[config.mk]
export PLATFORM = sky130hd
export DESIGN_NAME = register_attribute_access
export DESIGN_NICKNAME = d
export VERILOG_FILES = /design/src/inc/attr_pkg.sv /design/src/inc/sw_access_if.sv /design/src/design/attr_bit_bank.sv /design/src/design/register_attribute_access.sv
export SDC_FILE = /design/constraint.sdc
export NUM_CORES = 1
export LEC_CHECK = 0
export ABC_AREA = 1
export BUFFER_PORTS_ARGS = -buffer_cell sky130_fd_sc_hd__buf_2
export CELL_PAD_IN_SITES_DETAIL_PLACEMENT = 1
export CELL_PAD_IN_SITES_GLOBAL_PLACEMENT = 1
export CORE_ASPECT_RATIO = 1.4
export CORE_MARGIN = 5
export CORE_UTILIZATION = 29
export DETAILED_ROUTE_END_ITERATION = 12
export PLACE_DENSITY_LB_ADDON = 0.3
export SKIP_LAST_GASP = 1
export SLEW_MARGIN = 20
export SYNTH_ARGS = -nofsm -noshare
export SYNTH_HDL_FRONTEND = slang
export SYNTH_HIERARCHICAL = 1
export SYNTH_SLANG_ARGS = --single-unit
[constraint.sdc]
create_clock -name clk_i -period 1.1 [get_ports clk_i]
set_input_delay 0.11 -clock clk_i [delete_from_list [all_inputs] [get_ports clk_i]]
set_output_delay 0.11 -clock clk_i [all_outputs]
set_load 0.01 [all_outputs]
[src/inc/attr_pkg.sv]
/*
  shared constants and types for the per-bit register attribute logic.
  assumes a single 25 MHz clock and a synchronous active-low reset.
*/
`default_nettype none
package attr_pkg;
  // attribute of one register bit
  typedef enum logic [3:0] {
    ATTR_HW_INIT = 4'h0,
    ATTR_RC = 4'h1,
    ATTR_RC_WRITABLE = 4'h2,
    ATTR_RO = 4'h3,
    ATTR_RW = 4'h4,
    ATTR_W1C = 4'h5,
    ATTR_LOCK_PROTECTED = 4'h6,
    ATTR_WQ = 4'h7,
    ATTR_ZERO = 4'h8,
    ATTR_RSVD = 4'h9
  } attr_t;
  localparam int REG_WIDTH = 32;
  localparam int CLK_PERIOD_NS = 40;
  // reserved bits read back this value; software must mask them anyway
  localparam logic RSVD_READ_VALUE = 1'b0;
  // source encoding of a software access
  typedef enum logic [1:0] {
    SRC_ROOT = 2'h0,
    SRC_SMBUS = 2'h1,
    SRC_EEPROM = 2'h2
  } src_t;
endpackage : attr_pkg
`default_nettype wire

[src/inc/sw_access_if.sv]
/*
  interface carrying one merged software access to the bit cells.
  assumes one clock domain; the arbiter drives, the bit bank receives.
*/
`timescale 1ns/1ps
`default_nettype none
interface sw_access_if #(parameter int W = 32);
  logic wr;
  logic rd;
  logic [W-1:0] wdata;
  modport arb (output wr, output rd, output wdata);
  modport bank (input wr, input rd, input wdata);
endinterface : sw_access_if
`default_nettype wire

[src/design/attr_bit_bank.sv]
/*
  bank of register bits, each obeying its attribute on software access.
  assumes accesses are already merged into one stream of single-cycle strobes.
*/
`timescale 1ns/1ps
`default_nettype none
module attr_bit_bank
  import attr_pkg::*;
#(
  parameter int W = REG_WIDTH,
  parameter attr_t ATTR [W] = '{default: ATTR_RW},
  parameter logic [W-1:0] RESET_VALUE = '0
) (
  input wire logic clk_i,
  input wire logic nrst_i,
  sw_access_if.bank acc,
  input wire logic strap_load_i,
  input wire logic [W-1:0] strap_value_i,
  input wire logic [W-1:0] hw_set_i,
  input wire logic [W-1:0] hw_clr_i,
  input wire logic [W-1:0] hw_const_i,
  input wire logic unlock_i,
  output logic [W-1:0] value_o,
  output logic [W-1:0] rdata_o
);
  logic [W-1:0] bits;
  logic [W-1:0] next_bits;
  logic [W-1:0] next_rdata;
  logic qualify;

  ////////////////////////////////////////////////////////////////
  // any qualifier bit set in this write enables the other fields
  always_comb begin
    qualify = 1'b0;
    for (int i = 0; i < W; i++) begin
      if (ATTR[i] == ATTR_WQ && acc.wdata[i]) begin
        qualify = 1'b1;
      end
    end
  end

  ////////////////////////////////////////////////////////////////
  // per-bit next value and read view
  always_comb begin
    logic has_wq;
    logic wr_ok;
    has_wq = 1'b0;
    wr_ok = 1'b0;
    for (int i = 0; i < W; i++) begin
      if (ATTR[i] == ATTR_WQ) begin
        has_wq = 1'b1;
      end
    end
    // without a qualifier field every write is permitted
    wr_ok = acc.wr && (!has_wq || qualify);
    next_bits = bits;
    next_rdata = rdata_o;
    for (int i = 0; i < W; i++) begin
      unique case (ATTR[i])
        ATTR_HW_INIT: begin
          // only the strap or eeprom load path writes it
          if (strap_load_i) begin
            next_bits[i] = strap_value_i[i];
          end
        end
        ATTR_RC: begin
          // writes ignored; read clears; set wins over clear
          if (acc.rd) begin
            next_bits[i] = 1'b0;
          end
          if (hw_set_i[i]) begin
            next_bits[i] = 1'b1;
          end
        end
        ATTR_RC_WRITABLE: begin
          if (acc.rd) begin
            next_bits[i] = 1'b0;
          end
          if (wr_ok) begin
            next_bits[i] = acc.wdata[i];
          end
          if (hw_set_i[i]) begin
            next_bits[i] = 1'b1;
          end
        end
        ATTR_RO: begin
          // status driven by hardware; software writes have no path
          if (hw_clr_i[i]) begin
            next_bits[i] = 1'b0;
          end
          if (hw_set_i[i]) begin
            next_bits[i] = 1'b1;
          end
        end
        ATTR_RW: begin
          if (wr_ok) begin
            next_bits[i] = acc.wdata[i];
          end
        end
        ATTR_W1C: begin
          // hardware never clears; hw_clr_i deliberately unused here
          if (wr_ok && acc.wdata[i]) begin
            next_bits[i] = 1'b0;
          end
          if (hw_set_i[i]) begin
            next_bits[i] = 1'b1;
          end
        end
        ATTR_LOCK_PROTECTED: begin
          if (wr_ok && unlock_i) begin
            next_bits[i] = acc.wdata[i];
          end
        end
        default: begin
          // qualifier, zero and reserved bits hold no state
          next_bits[i] = 1'b0;
        end
      endcase
      // read data captured at the strobe, old value before clear
      if (acc.rd) begin
        unique case (ATTR[i])
          ATTR_WQ, ATTR_ZERO: next_rdata[i] = 1'b0;
          ATTR_RSVD: next_rdata[i] = RSVD_READ_VALUE;
          default: begin
            // hardwired read-only bits show their constant, status bits their state
            next_rdata[i] = bits[i] | (ATTR[i] == ATTR_RO ? hw_const_i[i] : 1'b0);
          end
        endcase
      end
    end
  end

  // state and read data registers
  always_ff @(posedge clk_i) begin
    if (!nrst_i) begin
      bits <= RESET_VALUE;
      rdata_o <= '0;
    end else begin
      bits <= next_bits;
      rdata_o <= next_rdata;
    end
  end

  assign value_o = bits;

  chk_w1c_hold_set : assert property (@(posedge clk_i) disable iff (!nrst_i)
    (acc.wr && acc.wdata == '0 && hw_set_i == '0 && !strap_load_i)
    |=> (bits & ~$past(bits)) == '0)
    else $error("bit rose without set after zero write");
endmodule : attr_bit_bank
`default_nettype wire

[src/design/register_attribute_access.sv]
/*
  merges root, smbus and eeprom writes into one software access stream
  and applies per-bit attributes through the bit bank.
  assumes each source holds its strobe until it sees its ack.
*/
`timescale 1ns/1ps
`default_nettype none
module register_attribute_access
  import attr_pkg::*;
#(
  parameter int W = REG_WIDTH,
  parameter attr_t ATTR [W] = '{default: ATTR_RW},
  parameter logic [W-1:0] RESET_VALUE = '0
) (
  input wire logic clk_i,
  input wire logic nrst_i,
  input wire logic root_wr_i,
  input wire logic root_rd_i,
  input wire logic [W-1:0] root_wdata_i,
  input wire logic smb_wr_i,
  input wire logic smb_rd_i,
  input wire logic [W-1:0] smb_wdata_i,
  input wire logic eep_wr_i,
  input wire logic [W-1:0] eep_wdata_i,
  input wire logic [W-1:0] strap_pins_i,
  input wire logic [W-1:0] hw_set_i,
  input wire logic [W-1:0] hw_clr_i,
  input wire logic [W-1:0] hw_const_i,
  input wire logic register_write_unlock_i,
  output logic root_ack_o,
  output logic smb_ack_o,
  output logic eep_ack_o,
  output logic [W-1:0] rdata_o,
  output logic [W-1:0] value_o
);
  sw_access_if #(.W(W)) acc ();
  logic [W-1:0] strap_s1;
  logic [W-1:0] strap_s2;
  logic strap_done;
  logic next_strap_done;
  logic strap_load;
  logic unlock_s1;
  logic unlock_s2;
  src_t grant;

  ////////////////////////////////////////////////////////////////
  // positions of one attribute in this register; elaboration-time only
  function automatic logic [W-1:0] attr_mask(input attr_t a);
    logic [W-1:0] m;
    m = '0;
    for (int i = 0; i < W; i++) begin
      m[i] = (ATTR[i] == a);
    end
    return m;
  endfunction : attr_mask

  // masks used by the output checks below
  localparam logic [W-1:0] HW_INIT_BITS = attr_mask(ATTR_HW_INIT);
  localparam logic [W-1:0] RC_BITS = attr_mask(ATTR_RC);
  localparam logic [W-1:0] RO_BITS = attr_mask(ATTR_RO);
  localparam logic [W-1:0] W1C_BITS = attr_mask(ATTR_W1C);
  localparam logic [W-1:0] LOCK_BITS = attr_mask(ATTR_LOCK_PROTECTED);
  localparam logic [W-1:0] WQ_BITS = attr_mask(ATTR_WQ);
  localparam logic [W-1:0] ZERO_BITS = attr_mask(ATTR_ZERO);

  ////////////////////////////////////////////////////////////////
  // straps are pins: two flops before use
  always_ff @(posedge clk_i) begin
    if (!nrst_i) begin
      strap_s1 <= '0;
      strap_s2 <= '0;
      unlock_s1 <= 1'b0;
      unlock_s2 <= 1'b0;
      strap_done <= 1'b0;
    end else begin
      strap_s1 <= strap_pins_i;
      strap_s2 <= strap_s1;
      unlock_s1 <= register_write_unlock_i;
      unlock_s2 <= unlock_s1;
      strap_done <= next_strap_done;
    end
  end

  // latch straps once, two cycles after reset release when synced
  logic [1:0] strap_wait;
  logic [1:0] next_strap_wait;
  always_comb begin
    next_strap_wait = strap_wait;
    next_strap_done = strap_done;
    strap_load = 1'b0;
    if (!strap_done) begin
      if (strap_wait == 2'h2) begin
        strap_load = 1'b1;
        next_strap_done = 1'b1;
      end else begin
        next_strap_wait = strap_wait + 2'h1;
      end
    end
  end
  always_ff @(posedge clk_i) begin
    if (!nrst_i) begin
      strap_wait <= 2'h0;
    end else begin
      strap_wait <= next_strap_wait;
    end
  end

  ////////////////////////////////////////////////////////////////
  // fixed priority arbiter: root, then smbus, then eeprom; losers wait
  always_comb begin
    acc.wr = 1'b0;
    acc.rd = 1'b0;
    acc.wdata = '0;
    root_ack_o = 1'b0;
    smb_ack_o = 1'b0;
    eep_ack_o = 1'b0;
    grant = SRC_ROOT;
    if (root_wr_i || root_rd_i) begin
      acc.wr = root_wr_i;
      acc.rd = root_rd_i;
      acc.wdata = root_wdata_i;
      root_ack_o = 1'b1;
    end else if (smb_wr_i || smb_rd_i) begin
      grant = SRC_SMBUS;
      acc.wr = smb_wr_i;
      acc.rd = smb_rd_i;
      acc.wdata = smb_wdata_i;
      smb_ack_o = 1'b1;
    end else if (eep_wr_i) begin
      grant = SRC_EEPROM;
      acc.wr = 1'b1;
      acc.wdata = eep_wdata_i;
      eep_ack_o = 1'b1;
    end
  end

  ////////////////////////////////////////////////////////////////
  // eeprom also loads hardware-initialized bits, same as straps
  logic hw_init_load;
  logic [W-1:0] hw_init_value;
  assign hw_init_load = strap_load || (grant == SRC_EEPROM && acc.wr);
  assign hw_init_value = strap_load ? strap_s2 : eep_wdata_i;

  attr_bit_bank #(
    .W(W),
    .ATTR(ATTR),
    .RESET_VALUE(RESET_VALUE)
  ) u_bank (
    .clk_i(clk_i),
    .nrst_i(nrst_i),
    .acc(acc),
    .strap_load_i(hw_init_load),
    .strap_value_i(hw_init_value),
    .hw_set_i(hw_set_i),
    .hw_clr_i(hw_clr_i),
    .hw_const_i(hw_const_i),
    .unlock_i(unlock_s2),
    .value_o(value_o),
    .rdata_o(rdata_o)
  );

  ////////////////////////////////////////////////////////////////
  // checks on the arbiter grants, the strap load and what the bank shows at its outputs

  // one grant per cycle keeps the three sources from mixing
  chk_single_grant : assert property (@(posedge clk_i) disable iff (!nrst_i)
    $onehot0({root_ack_o, smb_ack_o, eep_ack_o}))
    else $error("more than one source granted");

  // the pin load happens once per reset
  chk_strap_once : assert property (@(posedge clk_i) disable iff (!nrst_i)
    strap_done |-> !strap_load)
    else $error("strap reloaded after init");

  // the load really lands the synced pin levels
  chk_strap_lands : assert property (@(posedge clk_i) disable iff (!nrst_i)
    strap_load |=> (value_o & HW_INIT_BITS) == ($past(strap_s2) & HW_INIT_BITS))
    else $error("strap value not loaded");

  // between loads the initialised bits never move
  chk_hw_init_hold : assert property (@(posedge clk_i) disable iff (!nrst_i)
    !hw_init_load |=> ((value_o ^ $past(value_o)) & HW_INIT_BITS) == '0)
    else $error("initialised bit changed without a load");

  // a read empties read-to-clear bits unless hardware sets them again
  chk_rc_read_clear : assert property (@(posedge clk_i) disable iff (!nrst_i)
    acc.rd |=> (value_o & ~$past(hw_set_i) & RC_BITS) == '0)
    else $error("read-to-clear bit survived a read");

  // read-only bits follow hardware only, whatever software writes
  chk_ro_hw_only : assert property (@(posedge clk_i) disable iff (!nrst_i)
    ((hw_set_i | hw_clr_i) & RO_BITS) == '0
    |=> ((value_o ^ $past(value_o)) & RO_BITS) == '0)
    else $error("read-only bit changed without hardware");

  // a write-one-to-clear bit falls only on a software write
  chk_w1c_no_hwclear : assert property (@(posedge clk_i) disable iff (!nrst_i)
    !acc.wr |=> (~value_o & $past(value_o) & W1C_BITS) == '0)
    else $error("write-one-to-clear bit cleared by hardware");

  // while locked the protected bits keep their value; the synced unlock decides
  chk_lock_holds : assert property (@(posedge clk_i) disable iff (!nrst_i)
    !unlock_s2 |=> ((value_o ^ $past(value_o)) & LOCK_BITS) == '0)
    else $error("lock-protected bit written while locked");

  // qualifier and hard-zero positions never read back as one
  chk_zero_reads : assert property (@(posedge clk_i) disable iff (!nrst_i)
    (rdata_o & (WQ_BITS | ZERO_BITS)) == '0)
    else $error("qualifier or zero bit read as one");
endmodule : register_attribute_access
`default_nettype wire

==> results by stage <==
Setup path:
- The worst path arrival time is 0.88 ns.
- The worst register-to-register path has a depth of 4.
- The startpoint type of the worst setup path is an input port.
- The type of element capturing the critical path is an output port.
- Setup slack on the worst reg-to-reg path comes out at 0.40 ns.
- At the worst endpoint, the required time is 0.99 ns.
- The slowest stage of the critical path is the nor2_8 cell.
- The start-to-end type of the worst setup path is in -> out.
- In this design, the critical path's most frequently occurring cell is buf_2.
- The critical path goes through buf_2, nor2_8, inv_4, nor2_1, buf_2.
- The highest cell delay on the worst timing path is 0.18 ns.
- The peak fanout along the critical path is 34.

Floorplan:
- The floorplan row count is 50.
- The initial cell density of the core is 29.41%.
- The y dimension of the die is 147.2 um.
- The die is 108.0 um wide.
- The area of the placeable core is 13260 sq um.
- The die covers 15900 sq um.
- In this run the count of I/O pins placed on the die edge is 299.

Drt:
- After detailed routing, the number of vias per cell comes to 4.157.
- Dividing the detail-routed wire length by the instance count gives 12.19 um.
- Before antenna repair, the detailed router went through 4 iterations.
- The routed design has 11940 um of wire.
- The final route contains 4070 vias.
- For this block, the initial DRC count from the detailed router was 98.
- The number of remaining DRC errors is 0.
- The remaining antenna violation count is 0.

Status:
- The flow ran to the end, and the final reports show no timing, DRC or antenna violations.

Timing:
- Setup repair after global routing left no endpoint under its margin.
- The worst max-slew margin expressed relative to the limit is 76.15%.
- The final max-slew violation count is 0.
- The number of endpoints with negative hold slack in the final report is 0.
- The highest attainable clock frequency is 1013 MHz.
- The post-route clock period utilization is 89.75%.
- The time the worst path needs with I/O delays and setup is 0.9873 ns.
- The actual slew at the worst max-slew pin is 0.3577 ns.
- Between clock sinks in the finished design, the worst skew comes to 0.003351 ns.
- The final-report setup violation count is 0.
- Setup slack closes at 0.1127 ns.

Synthesis:
- Synthesis handed over a netlist of 633 instances.
- The area of the mapped netlist is 3900 sq um.
- The synthesized netlist net count is 865.
- The synthesized area per cell is 6.161 sq um.
- The total of warnings raised by yosys is 6.

GRT:
- The wire length of the first global-routing pass is 19940 um.
- Across every metal layer, demand over resource in global routing totals 15.30%.
- The number of global-route vias before repair is 4022.
- Entering global routing, the biggest net connects 65 pins.
- The number of antenna violations at the first check in global routing is 0.
- The leftover overflow at the end of global routing is 0.

Cells and area:
- The share of post-route cells with drive strength above 1 is 33.88%.
- The antenna diode instance count is 0.
- The fill cell instance count of the final layout is 1814.
- The core utilization of the finished layout is 39.39%.
- After the flow finishes, the layout carries non-filler instances totaling 979.
- The area added between synthesis and finish is 33.94%.
- At the end of the flow, the number of nets in the layout was 1024.

Clock tree:
- The buffer type at the clock tree root is clkbuf_16.
- The number of buffers added to fix hold violations after cts is 0.
- The clock tree from TritonCTS is built.
- The number of CTS-inserted buffers is 9.
- The clock net in this run drives a total of 64 sinks.
- The clock latency on the worst-skew pair is 0.33 ns.
- The CTS H-tree depth is 3.
- The post-CTS setup buffer count is 0.
- The maximum root-to-sink buffer count is 2.
- Once the clock tree was built, the resizer swapped 0 gates to a different size.
- The clock-pin transition on the worst setup and hold timing paths is 0.05 ns.

Pwr:
- Across the VDD grid, the largest voltage drop is 0.0007550 V.
- In this run switching power makes up 26.13% of total power.
- For this design the static power due to leakage is 2.936 nW.
- In this run, the combinational gates consume 20.2% of the power.
- The power density of the placed cells is 1467 nW/um^2.
- The analysis attributes to net switching a power of 0.002003 W.
- Sequential cells burn 34.5% of the power.
- The clock network accounts for 45.2% of the total power.
- The cell internal power dissipation is 0.005662 W.

Place:
- The post-placement setup slack is -0.1402 ns.
- Including well taps, the total number of placed cells is 963.
- The count of buffers inserted at the top-level ports is 169.
- The weighted congestion reported at the end of routability-driven placement is 0.8127.
- The detailed placement HPWL is 9436 um.

Job:
- The number of max-cap violations is 0.

Worst hold path:
- The worst hold path class is in -> reg.
- The number of cells on the worst hold path is 7.
## final timing paths
kind	start	endpoint
worst max-delay path	root_rd_i	smb_ack_o
worst min-delay path	root_wdata_i[27]	u_bank/value_o[27]
worst max register to register	u_bank/value_o[8]	u_bank/rdata_o[8]
worst min register to register	u_bank/rdata_o[18]	u_bank/rdata_o[18]
## state kept, by name, summed over array words and instances (netlist names)
signal and flops:
u_bank/rdata_o 32, u_bank/value_o 32
## final cells by class
cell class,instances,area (sq um),area share [%]
clock buffers,10,239.0,4.575
clock inverters,6,130.1,2.491
multi-input cells,458,1988,38.06
flip-flops and latches,64,1281,24.53
well taps,182,227.7,4.359
inverters,71,269.0,5.150
repair buffers,188,1089,20.84
## layer usage
metal / GRT usage [%] / up-vias / routed length (um)
met5: 0 / - / 0
met4: 5.559 / 0 / 235
met3: 3.429 / 15 / 822
met2: 21.64 / 132 / 4935
met1: 22.51 / 1739 / 5943
li1: - / 2184 / -
## critical path, delay by kind of cell
kind	cells	cell delay (ns)
and+or+nand+nor	2	0.30
buffers and inverters	3	0.45
## power groups by stage
stage	registers [W]	clock network [W]	logic, W
after CTS	0.00265	0.00356	0.00158
final	0.00265	0.00346	0.00155
after detailed placement	0.00270	0	0.00157
after global routing	0.00268	0.00366	0.00176
after floorplan	0.00277	0	0.000934
after global placement	0.00270	0	0.00153
## placed cells by master (no fill, tap or decap)
| master | count |
|---|---|
| nand2_1 | 202 |
| buf_2 | 169 |
| nor2_1 | 128 |
| inv_1 | 70 |
| dfxtp_1 | 64 |
| nand3_1 | 60 |
| nor2_2 | 32 |
| nand2_2 | 30 |
| buf_4 | 11 |
| clkbuf_16 | 9 |
| buf_12 | 8 |
| bufinv_16 | 4 |
| o21ai_0 | 2 |
| clkinv_2 | 2 |
| nor2_8 | 1 |
| inv_4 | 1 |
| nand3_2 | 1 |
| a21oi_1 | 1 |
| o21ai_4 | 1 |
| clkbuf_8 | 1 |
## metrics by stage
stage | setup TNS (ns) | instance area (sq um) | total power (W) | hold slack, ns
2_1_floorplan | 0 | 3906 | 0.003701 | 0.3862
3_3_place_gp | -3.078 | 4855 | 0.004231 | 0.4526
3_5_place_dp | -5.454 | 4855 | 0.004276 | 0.4627
4_1_cts | 0 | 5224 | 0.007794 | 0.1994
5_1_grt | 0 | 5224 | 0.008099 | 0.2513
6_report | 0 | 5224 | 0.007665 | 0.2034
(Power assumes the default switching activity.)
